### src/nabc_pkg.sv
// Constants and carriers for the nibble ALU, bit and compare executor
package nabc_pkg;
  localparam int NIB_W = 4;
  localparam int INS_W = 10;
  // Full opcodes
  localparam logic [9:0] OP_ADD_MEM     = 10'h00a;
  localparam logic [9:0] OP_ADD_MEM_CY  = 10'h00b;
  localparam logic [9:0] OP_AND_MEM     = 10'h018;
  localparam logic [9:0] OP_OR_MEM      = 10'h019;
  localparam logic [9:0] OP_SET_CY      = 10'h007;
  localparam logic [9:0] OP_CLR_CY      = 10'h006;
  localparam logic [9:0] OP_SKIP_CY_CLR = 10'h02f;
  localparam logic [9:0] OP_CPL_WORK    = 10'h01c;
  localparam logic [9:0] OP_ROT_RIGHT   = 10'h01d;
  localparam logic [9:0] OP_SKIP_EQ_MEM = 10'h026;
  localparam logic [9:0] OP_SKIP_EQ_K1  = 10'h025;
  // Opcode groups matched on upper bits; immediate or bit index below
  localparam logic [5:0] GRP_ADD_IMM    = 6'h06;
  localparam logic [5:0] GRP_EQ_K2      = 6'h07;
  localparam logic [7:0] GRP_SET_BIT    = 8'h17;
  localparam logic [7:0] GRP_CLR_BIT    = 8'h13;
  localparam logic [7:0] GRP_SKIP_BIT   = 8'h08;
  localparam logic       CY_RESET       = 1'b0;
  localparam logic [3:0] WORK_RESET     = 4'h0;
  // State the executor writes back each cycle
  typedef struct packed {
    logic [3:0] work;
    logic       carry;
  } nabc_regs_s;
  // Memory write request to the pointed nibble
  typedef struct packed {
    logic       we;
    logic [3:0] data;
  } nabc_mem_wr_s;
  typedef enum logic [0:0] {
    NABC_ST_FETCH  = 1'b0,
    NABC_ST_SECOND = 1'b1
  } nabc_state_e;
endpackage

### src/nabc_exec.sv
// Decoder and executor for arithmetic, logic, bit and compare words
`timescale 1ns/1ps
module nabc_exec
  import nabc_pkg::*;
(
  input  wire logic               clk_sys,
  input  wire logic               reset,
  input  wire logic               ins_valid,
  input  wire logic [INS_W-1:0]   ins_word,
  input  wire logic [NIB_W-1:0]   mem_rdata,
  output nabc_regs_s              regs,
  output nabc_mem_wr_s            mem_wr,
  output logic                    skip_next
);
  nabc_regs_s  regs_q, regs_d;   // Work register and carry flag
  nabc_state_e state_q, state_d; // Waiting for second compare word
  logic        skip_q, skip_d;   // Next word must be discarded
  nabc_mem_wr_s wr_d;            // Write to pointed nibble this cycle
  logic [3:0]  add_b;            // Second adder operand
  logic        add_ci;           // Adder carry in
  logic [3:0]  add_sum;          // Adder result
  logic        add_co;           // Adder carry out, overflow of the add words
  logic [3:0]  mem_op;           // Pointed nibble with any pending write forwarded
  logic        exec;             // Word is really executed
  logic [1:0]  bit_j;            // Bit select of bit words
  logic [3:0]  imm_n;            // Immediate field

  // Operand fields of the word
  assign bit_j = ins_word[1:0];
  assign imm_n = ins_word[3:0];
  assign exec  = ins_valid && !skip_q;
  // A bit write issued last cycle has not reached the RAM yet, so a word right
  // behind it would read a stale nibble; forward the pending data instead
  assign mem_op = mem_wr.we ? mem_wr.data : mem_rdata;

  // Adder operand select: immediate for add-immediate, else memory
  always_comb begin
    add_b  = mem_op;
    add_ci = 1'b0;
    if (ins_word[9:4] == GRP_ADD_IMM) begin
      add_b = imm_n;
    end else if (ins_word == OP_ADD_MEM_CY) begin
      add_ci = regs_q.carry;
    end
  end

  // One adder serves add memory, add with carry and add immediate
  nabc_adder #(.W(NIB_W)) nabc_adder_i (
    .a   (regs_q.work),
    .b   (add_b),
    .cin (add_ci),
    .sum (add_sum),
    .cout(add_co)
  );

  // Decode and compute next register, skip and memory write
  always_comb begin
    regs_d  = regs_q;
    state_d = state_q;
    skip_d  = skip_q;
    wr_d    = '{we: 1'b0, data: mem_op};
    if (ins_valid) begin
      skip_d = 1'b0;
      if (skip_q) begin
        // Discarded word: the skip flag clears and the state returns to fetch
        state_d = NABC_ST_FETCH;
      end else if (state_q == NABC_ST_SECOND) begin
        state_d = NABC_ST_FETCH;
        // Second word carries n; a malformed word compares nothing
        if (ins_word[9:4] == GRP_EQ_K2) begin
          skip_d = (regs_q.work == imm_n);
        end
      end else if (ins_word[9:4] == GRP_ADD_IMM) begin
        regs_d.work = add_sum;
        skip_d      = !add_co;
      end else if (ins_word[9:2] == GRP_SET_BIT) begin
        wr_d.we           = 1'b1;
        wr_d.data[bit_j]  = 1'b1;
      end else if (ins_word[9:2] == GRP_CLR_BIT) begin
        wr_d.we           = 1'b1;
        wr_d.data[bit_j]  = 1'b0;
      end else if (ins_word[9:2] == GRP_SKIP_BIT) begin
        skip_d = !mem_op[bit_j];
      end else begin
        unique case (ins_word)
          OP_ADD_MEM:     regs_d.work = add_sum;
          OP_ADD_MEM_CY: begin
            regs_d.work  = add_sum;
            regs_d.carry = add_co;
          end
          OP_AND_MEM:     regs_d.work = regs_q.work & mem_op;
          OP_OR_MEM:      regs_d.work = regs_q.work | mem_op;
          OP_SET_CY:      regs_d.carry = 1'b1;
          OP_CLR_CY:      regs_d.carry = 1'b0;
          OP_SKIP_CY_CLR: skip_d = !regs_q.carry;
          OP_CPL_WORK:    regs_d.work = ~regs_q.work;
          OP_ROT_RIGHT: begin
            regs_d.work  = {regs_q.carry, regs_q.work[3:1]};
            regs_d.carry = regs_q.work[0];
          end
          OP_SKIP_EQ_MEM: skip_d = (regs_q.work == mem_op);
          OP_SKIP_EQ_K1:  state_d = NABC_ST_SECOND;
          // Words of other blocks leave this state alone
          default: regs_d = regs_q;
        endcase
      end
    end
  end

  // Register stage; memory write is registered data, one cycle late
  always_ff @(posedge clk_sys) begin
    // Reset drops the write strobe so no stray write follows reset
    if (reset) begin
      regs_q  <= '{work: WORK_RESET, carry: CY_RESET};
      state_q <= NABC_ST_FETCH;
      skip_q  <= 1'b0;
      mem_wr  <= '{we: 1'b0, data: WORK_RESET};
    end else begin
      regs_q  <= regs_d;
      state_q <= state_d;
      skip_q  <= skip_d;
      mem_wr  <= wr_d;
    end
  end

  // Outputs come straight from the flops
  assign regs      = regs_q;
  assign skip_next = skip_q;
endmodule

### src/nabc_adder.sv
// Four-bit adder with carry in and carry out
`timescale 1ns/1ps
module nabc_adder
  import nabc_pkg::*;
#(
  parameter int W = NIB_W
) (
  input  wire logic [W-1:0] a,
  input  wire logic [W-1:0] b,
  input  wire logic         cin,
  output logic      [W-1:0] sum,
  output logic              cout
);
  logic [W:0] full; // Sum including carry out
  // One extra bit carries the overflow
  always_comb begin
    full = {1'b0, a} + {1'b0, b} + {{W{1'b0}}, cin};
    sum  = full[W-1:0];
    cout = full[W];
  end
endmodule

### config.mk
export PLATFORM = sky130hd
export DESIGN_NAME = nabc_exec
export DESIGN_NICKNAME = d
export VERILOG_FILES = /design/src/nabc_pkg.sv /design/src/nabc_exec.sv /design/src/nabc_adder.sv
export SDC_FILE = /design/constraint.sdc
export NUM_CORES = 1
export LEC_CHECK = 0
export BUFFER_PORTS_ARGS = -buffer_cell sky130_fd_sc_hd__buf_4
export CAP_MARGIN = 15
export CELL_PAD_IN_SITES_DETAIL_PLACEMENT = 1
export CELL_PAD_IN_SITES_GLOBAL_PLACEMENT = 1
export CORE_ASPECT_RATIO = 1.75
export CORE_MARGIN = 2
export CORE_UTILIZATION = 37
export CTS_CLUSTER_SIZE = 25
export DETAILED_ROUTE_END_ITERATION = 16
export PLACE_DENSITY = 0.83
export SKIP_CTS_REPAIR_TIMING = 1
export SLEW_MARGIN = 20
export SYNTH_ARGS = -nofsm -noshare
export SYNTH_HDL_FRONTEND = slang
export SYNTH_SLANG_ARGS = --single-unit
### constraint.sdc
create_clock -name clk_sys -period 2.6 [get_ports clk_sys]
set_input_delay 0.52 -clock clk_sys [delete_from_list [all_inputs] [get_ports clk_sys]]
set_output_delay 0.52 -clock clk_sys [all_outputs]
set_load 0.005 [all_outputs]
==> out/qor.json, run 1 <==
{
  "status": {
    "outcome": "finished clean"
  },
  "sta": {
    "final_critical_path_setup_slack_ns": 0.0927,
    "fmax_mhz": 399,
    "final_hold_violations": 0,
    "timing.final.crit_share_pct": 96.4,
    "layout_min_cycle_time_ns": 2.51,
    "timing.final.max_slew_violations": 0,
    "finalHoldWorstSlack_ns": 0.528,
    "finClkSkew_ns": 0.00456,
    "final-setup-viol-count": 0,
    "worst_slew_pin_slew_ns": 0.483,
    "slew_headroom_pct": 67.7,
    "totalNegativeSetupSlack_ns": 0
  },
  "power_and_ir_drop": {
    "ir_worst_vdd_v": 0.000169,
    "post-layout-total-power_mw": 0.595,
    "p_leak_nw": 0.911,
    "cellPowerDensity_mw_per_mm2": 294
  },
  "hold_path": {
    "path_category_of_the_worst_min_delay_check": "input port to flop",
    "whs_path_depth": 2
  },
  "detailed_routing": {
    "ant_nets": 0,
    "totalWireLength_um": 5840,
    "post_drt_via_cell_ratio": 5.98,
    "first_iter_violations": 30,
    "routedWlPerCell_um": 21.5,
    "drc_errors": 0,
    "drtPass1Iterations": 4,
    "num_vias": 1626
  },
  "clock_tree": {
    "cts_made_buffers": 3,
    "cts_num_sinks": 12,
    "htree_num_levels": 1,
    "clock_latency_ns": 0.25,
    "ctsLongestPathBuffers": 2,
    "clkTransAtPathRegs_ns": 0.06,
    "tritoncts": "yes",
    "clock_tree.root_cell": "clkbuf_8"
  },
  "critical_path": {
    "cp_max_fo": 3,
    "worstSetupEndpointType": "flop",
    "cp_startpoint_kind": "input port",
    "worstPathBufferInverterCount": 2,
    "timing.reg2reg.worst_path_depth": 10,
    "crit_arrival_ns": 2.70,
    "criticalPathCategory": "input port to flop",
    "critPathMaxStageDelay_ns": 0.37,
    "path_delay_family": "compound AO/OA/AOI/OAI gates",
    "crit_cells": 13,
    "critical-path-top-cell-by-count": "fa_2",
    "timing.critical_path.cells": "buf_4 -> nor4b_4 -> and2_4 -> nand2_2 -> o21ai_2 -> fa_2 -> inv_2 -> fa_2 -> a21o_1 -> a21oi_2 -> nand2_1 -> a211oi_2 -> a32o_1",
    "timing.critical_path.required_ns": 2.79,
    "slowest_stage": "fa_2"
  },
  "final_layout": {
    "n_antenna_cell": 0,
    "instances_no_fill": 272,
    "post_route_cells_drive_above_1_share_pct": 39.3,
    "area_delta_synth_final_pct": 37.3,
    "fill_cells": 457,
    "finish.net_count": 255,
    "layout.cell_area.non_filler_mm2": 0.00203,
    "layout.core_utilization_pct": 52.4
  },
  "global_route": {
    "grt-ovfl-total": 0,
    "grt_first_pass_wirelength_um": 9100,
    "grtUsageTotal_pct": 27.9,
    "initial_antenna_violation_count": 0,
    "grt_start_max_net_pins": 18,
    "first_global_vias": 1835
  },
  "floorplanning": {
    "die-width_um": 51.8,
    "rows": 30,
    "io_pins": 28,
    "core_area_mm2": 0.00387,
    "fp.dieH_um": 87.6,
    "initial_core_util_pct": 38.2,
    "fp.dieArea_mm2": 0.00453
  },
  "placement": {
    "post-dp-hpwl_um": 4440,
    "pre_cts_slack_ns": -0.229,
    "placement.cell_area_mm2": 0.00192,
    "place.detailed.instances": 267,
    "globalplace.congestion": 0.927,
    "io_buffer_count": 27
  },
  "synth": {
    "postSynth.asyncResetShare_pct": 0,
    "synth_cell_types": 59,
    "netlist.area_leader.share_pct": 16.3,
    "syn-num-nets": 205,
    "post_synth_instance_area_mm2": 0.00148,
    "netlist.top_cell.by_area": "dfxtp_1",
    "ys_seq_area_share_pct": 16.3,
    "postSynthAreaPerCell_um2": 8.44,
    "synth_enable_flop_cells": 0,
    "post_synthesis_sequential_element_count": 12,
    "postSynth.topFlopCell": "dfxtp_1",
    "synth.top_cells.by_area": "dfxtp_1 (16%), ha_1 (9.3%), mux4_2 (6.1%), mux2i_1 (5.4%), inv_1 (4.1%)",
    "netlist_instances": 175,
    "yosysWarnings": 0,
    "synth_commonest_cells": "inv_1 (16), nor2_1 (16), dfxtp_1 (12)"
  },
  "job": {
    "maxCapViolations": 0
  }
}
[worst reg2reg max path, cell delays in order (launching register included)]
cell and delay, ns:
dfxtp_1 0.35, mux2_2 0.40, o21ai_2 0.17, fa_2 0.21
inv_2 0.04, fa_2 0.37, a21o_1 0.19, a21oi_2 0.15
nand2_1 0.11, a211oi_2 0.19, a32o_1 0.17
[placed cells by master, fill, tap and decap left out, types with 3 or more instances in the layout]
cell type  instances
nor2_1            16
xnor2_1            4
mux4_2             4
and2_1             3
nand3_1            8
inv_1             15
clkbuf_8           4
dfxtp_1           12
buf_4             52
o21ai_0            4
a21oi_1            7
mux2i_1            8
a31oi_1            4
nor3_1             4
nand4_1            3
nand2_1            4
and3_1             3
ha_1              11
[final timing paths]
kind | end | slack (ns) | start
worst min-delay path | regs[1] | 0.53 | reset
worst max-delay path | skip_next | 0.09 | ins_word[8]
worst min register to register | regs[1] | 0.59 | regs[1]
worst max register to register | skip_next | 0.20 | mem_wr[4]
[power breakdown]
group | internal, mW | switching (mW)
registers | 0.188 | 0.00370
clock network | 0.134 | 0.0834
logic | 0.0892 | 0.0964
[cells by family after synthesis]
| logic type | count (synthesis) | synth area share, % |
|---|---|---|
| and+or+nand+nor | 64 | 26.7 |
| DFF | 12 | 16.3 |
| buffers and inverters | 26 | 7.80 |
| muxes | 14 | 13.1 |
| adders and majority gates | 13 | 12.0 |
| AOI/OAI and AO/OA | 40 | 20.6 |
| xor gates and xnor gates | 6 | 3.56 |
[final cells by class]
type | count | area [um^2] | area share [%]
multi-input combinational | 137 | 1170 | 57.7
sequential | 12 | 240 | 11.9
tap | 48 | 60.1 | 2.96
inverter | 16 | 60.1 | 2.96
timing repair buffer | 55 | 442 | 21.8
clock buffer | 4 | 55.1 | 2.72
[metal layers]
| metal | vias to the layer above | GRT usage (%) | wire length (um) | part of all wire (%) |
|---|---|---|---|---|
| met5 | - | 0 | 0 | 0 |
| met4 | 0 | 23.0 | 423 | 7.2 |
| met3 | 30 | 2.22 | 164 | 2.8 |
| met2 | 54 | 50.5 | 3190 | 55 |
| met1 | 807 | 27.9 | 2070 | 35 |
| li1 | 735 | - | - | - |
[flip-flops by register name (all words and copies together), names as in the netlist]
register	cells
mem_wr	5
regs	5
skip_next	1
state_q	1
No activity file was read; power rests on OpenSTA's default activity.
==> inputs of run 2 (changes only) <==
- CORE_UTILIZATION: 37 -> 40
- MAX_ROUTING_LAYER: default -> met4
- PLACE_DENSITY: 0.83 -> 0.85
- clock period: 2.6 -> 3 ns (I/O delays scaled with it)
==> out/qor.json, run 2 (same netlist as run 1, synthesis figures left out) <==
{
  "critical_path": {
    "critPathMaxStageDelay": {"value": 0.41, "unit": "ns", "change": "+0.04 ns"},
    "reg2reg_slack": {"value": 0.41, "unit": "ns", "change": "+0.21 ns"},
    "r2r_end": "skip_next",
    "worstPathBufferInverterCount": {"value": 2, "change": "unchanged"},
    "criticalPathCategory": "input port to flop",
    "reg2reg_from": "mem_wr[4]",
    "path_delay_family": "compound AO/OA/AOI/OAI gates",
    "timing.critical_path.cells": "buf_4 -> nor4b_4 -> and2_2 -> nand2_1 -> o21ai_0 -> fa_1 -> inv_1 -> fa_1 -> a21o_1 -> a21oi_1 -> nand2_1 -> a211oi_1 -> a32o_1",
    "worstSetupEndpointType": "flop",
    "timing.critical_path.required": {"value": 3.19, "unit": "ns", "change": "+0.40 ns"},
    "timing.reg2reg.worst_path_depth": {"value": 10, "change": "unchanged"},
    "crit_arrival": {"value": 2.98, "unit": "ns", "change": "+0.28 ns"},
    "slowest_stage": "fa_1",
    "cp_startpoint_kind": "input port",
    "cp_max_fo": {"value": 4, "change": "+1"}
  },
  "sta": {
    "layout_min_cycle_time_ns": 2.79,
    "timing.final.crit_share_pct": 92.9,
    "worst_slew_pin_slew": {"value": 0.599, "unit": "ns", "change": "+0.116 ns"},
    "slew_headroom": {"value": 60.0, "unit": "%", "change": "-7.7 points"},
    "timing.final.max_slew_violations": {"value": 0, "change": "unchanged"},
    "totalNegativeSetupSlack": {"value": 0, "unit": "ns", "change": "unchanged"},
    "finClkSkew": {"value": 0.00185, "unit": "ns", "change": "-0.00272 ns"},
    "final-setup-viol-count": {"value": 0, "change": "unchanged"},
    "fmax_mhz": 359,
    "final_hold_violations": {"value": 0, "change": "unchanged"},
    "rsz0062_at_grt": "no"
  },
  "final_layout": {
    "mostFrequentLayoutCell": "buf_4",
    "most-common-layout-cells": "buf_4 (39), inv_1 (16), nor2_1 (16)",
    "reg_area": {"value": 240, "unit": "um^2", "change": "unchanged"},
    "n_antenna_cell": {"value": 0, "change": "unchanged"},
    "multi_input_comb_area": {"value": 0.00112, "unit": "mm^2", "change": "-4.1%"},
    "layout.core_utilization": {"value": 50.5, "unit": "%", "change": "-1.9 points"},
    "fill_cells": {"value": 433, "change": "-5.3%"},
    "post_route_cells_drive_above_1_share": {"value": 29.0, "unit": "%", "change": "-10 points"},
    "finish.net_count": {"value": 239, "change": "-6.3%"},
    "area_delta_synth_final_pct": 22.9
  },
  "global_route": {
    "grt-ovfl-total": {"value": 0, "change": "unchanged"},
    "grt_first_pass_wirelength": {"value": 8550, "unit": "um", "change": "-6.1%"},
    "grt_start_max_net_pins": {"value": 21, "change": "+3"},
    "first_global_vias": {"value": 1692, "change": "-7.8%"},
    "grtUsageTotal": {"value": 27.0, "unit": "%", "change": "-0.82 points"},
    "initial_antenna_violation_count": {"value": 0, "change": "unchanged"}
  },
  "clock_tree": {
    "clkTransAtPathRegs": {"value": 0.06, "unit": "ns", "change": "about the same"},
    "clock_latency": {"value": 0.24, "unit": "ns", "change": "about the same"},
    "tritoncts": "yes",
    "ctsLongestPathBuffers": {"value": 2, "change": "unchanged"},
    "cts_made_buffers": {"value": 3, "change": "unchanged"},
    "htree_num_levels": {"value": 1, "change": "unchanged"},
    "clock_tree.root_cell": "clkbuf_8",
    "cts_num_sinks": {"value": 12, "change": "unchanged"}
  },
  "job": {
    "maxCapViolations": {"value": 0, "change": "unchanged"}
  },
  "floorplanning": {
    "fp.dieH": {"value": 84.4, "unit": "um", "change": "-3.6%"},
    "initial_core_util": {"value": 41.1, "unit": "%", "change": "+2.9 points"},
    "io_pins": {"value": 28, "change": "unchanged"},
    "fp.dieArea": {"value": 0.00421, "unit": "mm^2", "change": "-7.0%"},
    "die-width": {"value": 49.9, "unit": "um", "change": "-3.5%"},
    "rows": {"value": 29, "change": "-3.3%"},
    "core_area": {"value": 0.00359, "unit": "mm^2", "change": "-7.1%"}
  },
  "power_and_ir_drop": {
    "cellPowerDensity": {"value": 251, "unit": "mW/mm^2", "change": "-14%"},
    "ir_worst_vdd": {"value": 0.000228, "unit": "V", "change": "+35%"},
    "p_leak": {"value": 0.804, "unit": "nW", "change": "-12%"}
  },
  "detailed_routing": {
    "ant_nets": {"value": 0, "change": "unchanged"},
    "first_iter_violations": {"value": 42, "change": "+40%"},
    "post_drt_via_cell_ratio": {"value": 6.00, "change": "+0.30%"},
    "met1Wirelength": {"value": 1980, "unit": "um", "change": "-4.0%"},
    "routedWlPerCell": {"value": 20.3, "unit": "um", "change": "-5.4%"},
    "met3RoutedLength": {"value": 172, "unit": "um", "change": "+4.9%"},
    "drtPass1Iterations": {"value": 4, "change": "unchanged"},
    "drc_errors": {"value": 0, "change": "unchanged"},
    "met2WireLength": {"value": 2790, "unit": "um", "change": "-12%"},
    "num_vias": {"value": 1517, "change": "-6.7%"},
    "totalWireLength": {"value": 5140, "unit": "um", "change": "-12%"},
    "highest_layer": "met4"
  },
  "placement": {
    "globalplace.congestion": {"value": 0.986, "change": "+6.5%"},
    "io_buffer_count": {"value": 27, "change": "unchanged"},
    "post-dp-hpwl": {"value": 4000, "unit": "um", "change": "-9.8%"}
  },
  "status": {
    "outcome": "finished clean"
  },
  "hold_path": {
    "path_category_of_the_worst_min_delay_check": "input port to flop",
    "worstHoldStart": "reset",
    "whs_path_depth": {"value": 2, "change": "unchanged"},
    "min_to": "mem_wr[0]"
  }
}
## run 2: cell count changes in the layout (fill, tap and decap cells not counted), moves of 2 or more
cell	delta
buf_12	-2
fa_2	-2
fa_1	+2
and2_4	-2
buf_4	-13
## run 2: worst max-delay path by stage
stage	startpoint	endpoint	slack (ns)	cells after the start
after floorplan	ins_word[9]	skip_next	0.25	12
after global placement	ins_word[9]	skip_next	0.04	13
after detailed placement	ins_word[9]	skip_next	-0.02	13
after CTS	ins_word[9]	skip_next	0.15	13
after global routing	ins_word[9]	skip_next	0.04	13
final	ins_word[9]	skip_next	0.21	13
## run 2: area by class of cell
cell class	instances	share of cell area [%]
multi-input cells	137	61.9
repair buffers	39	16.1
flip-flops and latches	12	13.2
inverters	16	3.31
well taps	46	3.17
clock buffers	3	2.28
## run 2: per-layer routing
layer,GRT usage [%],vias up
li1,-,701
met1,29.9,749
met2,49.1,54
met3,2.14,13
met4,9.85,0
met5,-,-
## run 2: per-stage QoR
stage	instance area, um^2	total power [mW]	cells	setup WS, ns	hold slack, ns
2_1_floorplan	1480	0.247	175	0.246	0.530
3_3_place_gp	1770	0.297	250	0.0402	0.571
3_5_place_dp	1770	0.304	250	-0.0193	0.589
4_1_cts	1810	0.454	253	0.155	0.605
5_1_grt	1810	0.475	253	0.0445	0.625
6_report	1810	0.456	253	0.213	0.609
## run 2: where the power goes
group          internal, mW  total [mW]  switching, mW
sequential            0.163       0.166        0.00344
combinational        0.0633       0.137         0.0737
clock                0.0888       0.153         0.0639
==> inputs of run 3 (changes only) <==
- BUFFER_PORTS_ARGS: -buffer_cell sky130_fd_sc_hd__buf_4 -> default
- DONT_BUFFER_PORTS: default -> 1
- PLACE_DENSITY: 0.85 -> 0.76
==> out/qor.json, run 3 (same netlist as run 1, synthesis figures left out) <==
{
  "sta": {
    "slew_headroom": {"value": 60.2, "unit": "%", "change": "+0.24 points"},
    "rsz0062_at_grt": "no",
    "final_hold_violations": {"value": 0, "change": "unchanged"},
    "timing.final.crit_share": {"value": 87.3, "unit": "%", "change": "-5.6 points"},
    "finalHoldWorstSlack": {"value": 0.414, "unit": "ns", "change": "-0.195 ns"},
    "finClkSkew": {"value": 0.00199, "unit": "ns", "change": "+0.000144 ns"},
    "timing.final.max_slew_violations": {"value": 0, "change": "unchanged"},
    "layout_min_cycle_time": {"value": 2.62, "unit": "ns", "change": "-0.169 ns"},
    "worst_slew_pin_slew": {"value": 0.595, "unit": "ns", "change": "-0.00364 ns"},
    "fmax": {"value": 382, "unit": "MHz", "change": "+6.4%"},
    "final-setup-viol-count": {"value": 0, "change": "unchanged"},
    "totalNegativeSetupSlack": {"value": 0, "unit": "ns", "change": "unchanged"}
  },
  "critical_path": {
    "critPathMaxStageDelay": {"value": 0.40, "unit": "ns", "change": "about the same"},
    "timing.critical_path.required": {"value": 3.19, "unit": "ns", "change": "about the same"},
    "slowest_stage": "fa_1",
    "crit_arrival": {"value": 2.81, "unit": "ns", "change": "-0.17 ns"},
    "cp_max_fo": {"value": 4, "change": "unchanged"},
    "cp_startpoint_kind": "input port",
    "timing.critical_path.cells": "nor4b_4 -> and2_1 -> nand2_1 -> o21ai_0 -> fa_1 -> inv_1 -> fa_1 -> a21o_1 -> a21oi_1 -> nand2_1 -> a211oi_1 -> a32o_1",
    "worstSetupEndpointType": "flop",
    "reg2reg_slack": {"value": 0.39, "unit": "ns", "change": "-0.02 ns"},
    "criticalPathCategory": "input port to flop"
  },
  "power_and_ir_drop": {
    "p_leak": {"value": 0.646, "unit": "nW", "change": "-20%"},
    "cellPowerDensity": {"value": 279, "unit": "mW/mm^2", "change": "+11%"},
    "power.share.switching": {"value": 27.3, "unit": "%", "change": "-3.6 points"},
    "clock_power_share": {"value": 43.0, "unit": "%", "change": "+9.5 points"},
    "p_sw": {"value": 0.120, "unit": "mW", "change": "-15%"},
    "p_seq_share": {"value": 37.9, "unit": "%", "change": "+1.4 points"},
    "ir_worst_vdd": {"value": 0.000237, "unit": "V", "change": "+4.2%"},
    "power.internal": {"value": 0.321, "unit": "mW", "change": "+1.8%"},
    "combPwrFrac": {"value": 19.1, "unit": "%", "change": "-11 points"}
  },
  "detailed_routing": {
    "num_vias": {"value": 1418, "change": "-6.5%"},
    "ant_nets": {"value": 0, "change": "unchanged"},
    "totalWireLength": {"value": 4800, "unit": "um", "change": "-6.6%"},
    "first_iter_violations": {"value": 56, "change": "+33%"},
    "routedWlPerCell": {"value": 21.7, "unit": "um", "change": "+6.9%"},
    "post_drt_via_cell_ratio": {"value": 6.42, "change": "+7.0%"},
    "drtPass1Iterations": {"value": 4, "change": "unchanged"},
    "drc_errors": {"value": 0, "change": "unchanged"}
  },
  "placement": {
    "globalplace.congestion": {"value": 0.925, "change": "-6.3%"},
    "post-dp-hpwl": {"value": 3750, "unit": "um", "change": "-6.3%"},
    "place.detailed.instances": {"value": 217, "change": "-13%"},
    "io_buffer_count": {"value": 0, "change": "-100%"}
  },
  "final_layout": {
    "most-common-layout-cells": "inv_1 (16), nor2_1 (16), dfxtp_1 (12)",
    "reg_area": {"value": 240, "unit": "um^2", "change": "unchanged"},
    "area_delta_synth_final_pct": 6.95,
    "n_antenna_cell": {"value": 0, "change": "unchanged"},
    "multi_input_comb_area": {"value": 0.00112, "unit": "mm^2", "change": "-0.11%"},
    "fill_cells": {"value": 435, "change": "+0.46%"},
    "instances_no_fill": {"value": 221, "change": "-13%"},
    "post_route_cells_drive_above_1_share": {"value": 15.4, "unit": "%", "change": "-14 points"},
    "finish.net_count": {"value": 206, "change": "-14%"}
  },
  "clock_tree": {
    "clock_tree.root_cell": "clkbuf_8",
    "tritoncts": "yes",
    "cts_num_sinks": {"value": 12, "change": "unchanged"},
    "htree_num_levels": {"value": 1, "change": "unchanged"},
    "clock_latency": {"value": 0.25, "unit": "ns", "change": "about the same"},
    "clkTransAtPathRegs": {"value": 0.06, "unit": "ns", "change": "about the same"},
    "cts_made_buffers": {"value": 3, "change": "unchanged"},
    "ctsLongestPathBuffers": {"value": 2, "change": "unchanged"}
  },
  "global_route": {
    "grt-ovfl-total": {"value": 0, "change": "unchanged"},
    "initial_antenna_violation_count": {"value": 0, "change": "unchanged"},
    "grtUsageTotal": {"value": 25.4, "unit": "%", "change": "-1.7 points"},
    "grt_start_max_net_pins": {"value": 21, "change": "unchanged"},
    "grt_first_pass_wirelength": {"value": 7870, "unit": "um", "change": "-8.0%"},
    "first_global_vias": {"value": 1521, "change": "-10%"}
  },
  "floorplanning": {
    "fp.dieH": {"value": 84.4, "unit": "um", "change": "unchanged"},
    "core_area": {"value": 0.00359, "unit": "mm^2", "change": "unchanged"},
    "die-width": {"value": 49.9, "unit": "um", "change": "unchanged"},
    "initial_core_util": {"value": 41.1, "unit": "%", "change": "unchanged"},
    "io_pins": {"value": 28, "change": "unchanged"},
    "rows": {"value": 29, "change": "unchanged"},
    "fp.dieArea": {"value": 0.00421, "unit": "mm^2", "change": "unchanged"}
  },
  "hold_path": {
    "path_category_of_the_worst_min_delay_check": "input port to flop"
  },
  "status": {
    "outcome": "finished clean"
  },
  "job": {
    "maxCapViolations": {"value": 0, "change": "unchanged"}
  }
}
-- run 3: cell count changes in the layout (fill, tap and decap cells not counted), sizes merged --
cell and change:
buf -33, clkbuf +1
-- run 3: critical path, delay by kind of cell --
family / cells / cell delay, ns
compound gates: 5 / 0.88
fa+ha+maj: 2 / 0.62
buf+inv: 1 / 0.07
simple gates: 4 / 0.64
-- run 3: final cells by class --
type,instances,area share (%)
Timing Repair Buffer,6,2.85
Inverter,16,3.80
Multi-Input combinational cell,137,71.0
Tap cell,46,3.65
Sequential cell,12,15.2
Clock buffer,4,3.49
-- run 3: power by group through the flow --
stage	sequential [mW]	clock (mW)	combinational (mW)
floorplan	0.169	0	0.0775
global placement	0.171	0	0.0796
detailed placement	0.171	0	0.0830
CTS	0.167	0.188	0.0838
global route	0.168	0.195	0.0919
finish	0.167	0.190	0.0843
-- run 3: metrics by stage --
stage / setup WS [ns] / cell area (um^2) / power (mW) / utilization (%)
6_report: 0.382 / 1580 / 0.441 / 44.0
3_5_place_dp: 0.152 / 1520 / 0.254 / 42.4
5_1_grt: 0.0943 / 1580 / 0.455 / 44.0
4_1_cts: 0.388 / 1580 / 0.439 / 44.0
3_3_place_gp: 0.213 / 1520 / 0.250 / 42.4
2_1_floorplan: 0.246 / 1480 / 0.247 / -
-- run 3: path summary, 6_finish.rpt --
path,cells past startpoint,end,startpoint
max,12,skip_next,ins_word[9]
min,1,regs[1],reset
max reg2reg,10,skip_next,mem_wr[4]
min reg2reg,2,regs[1],regs[1]
-- run 3: routing by layer --
metal	vias to the layer above	GRT usage, %	share of wire (%)
met1	714	25.9	37
met4	0	11.9	5.0
li1	640	-	-
met3	22	3.20	2.9
met2	42	46.4	55
met5	-	-	0
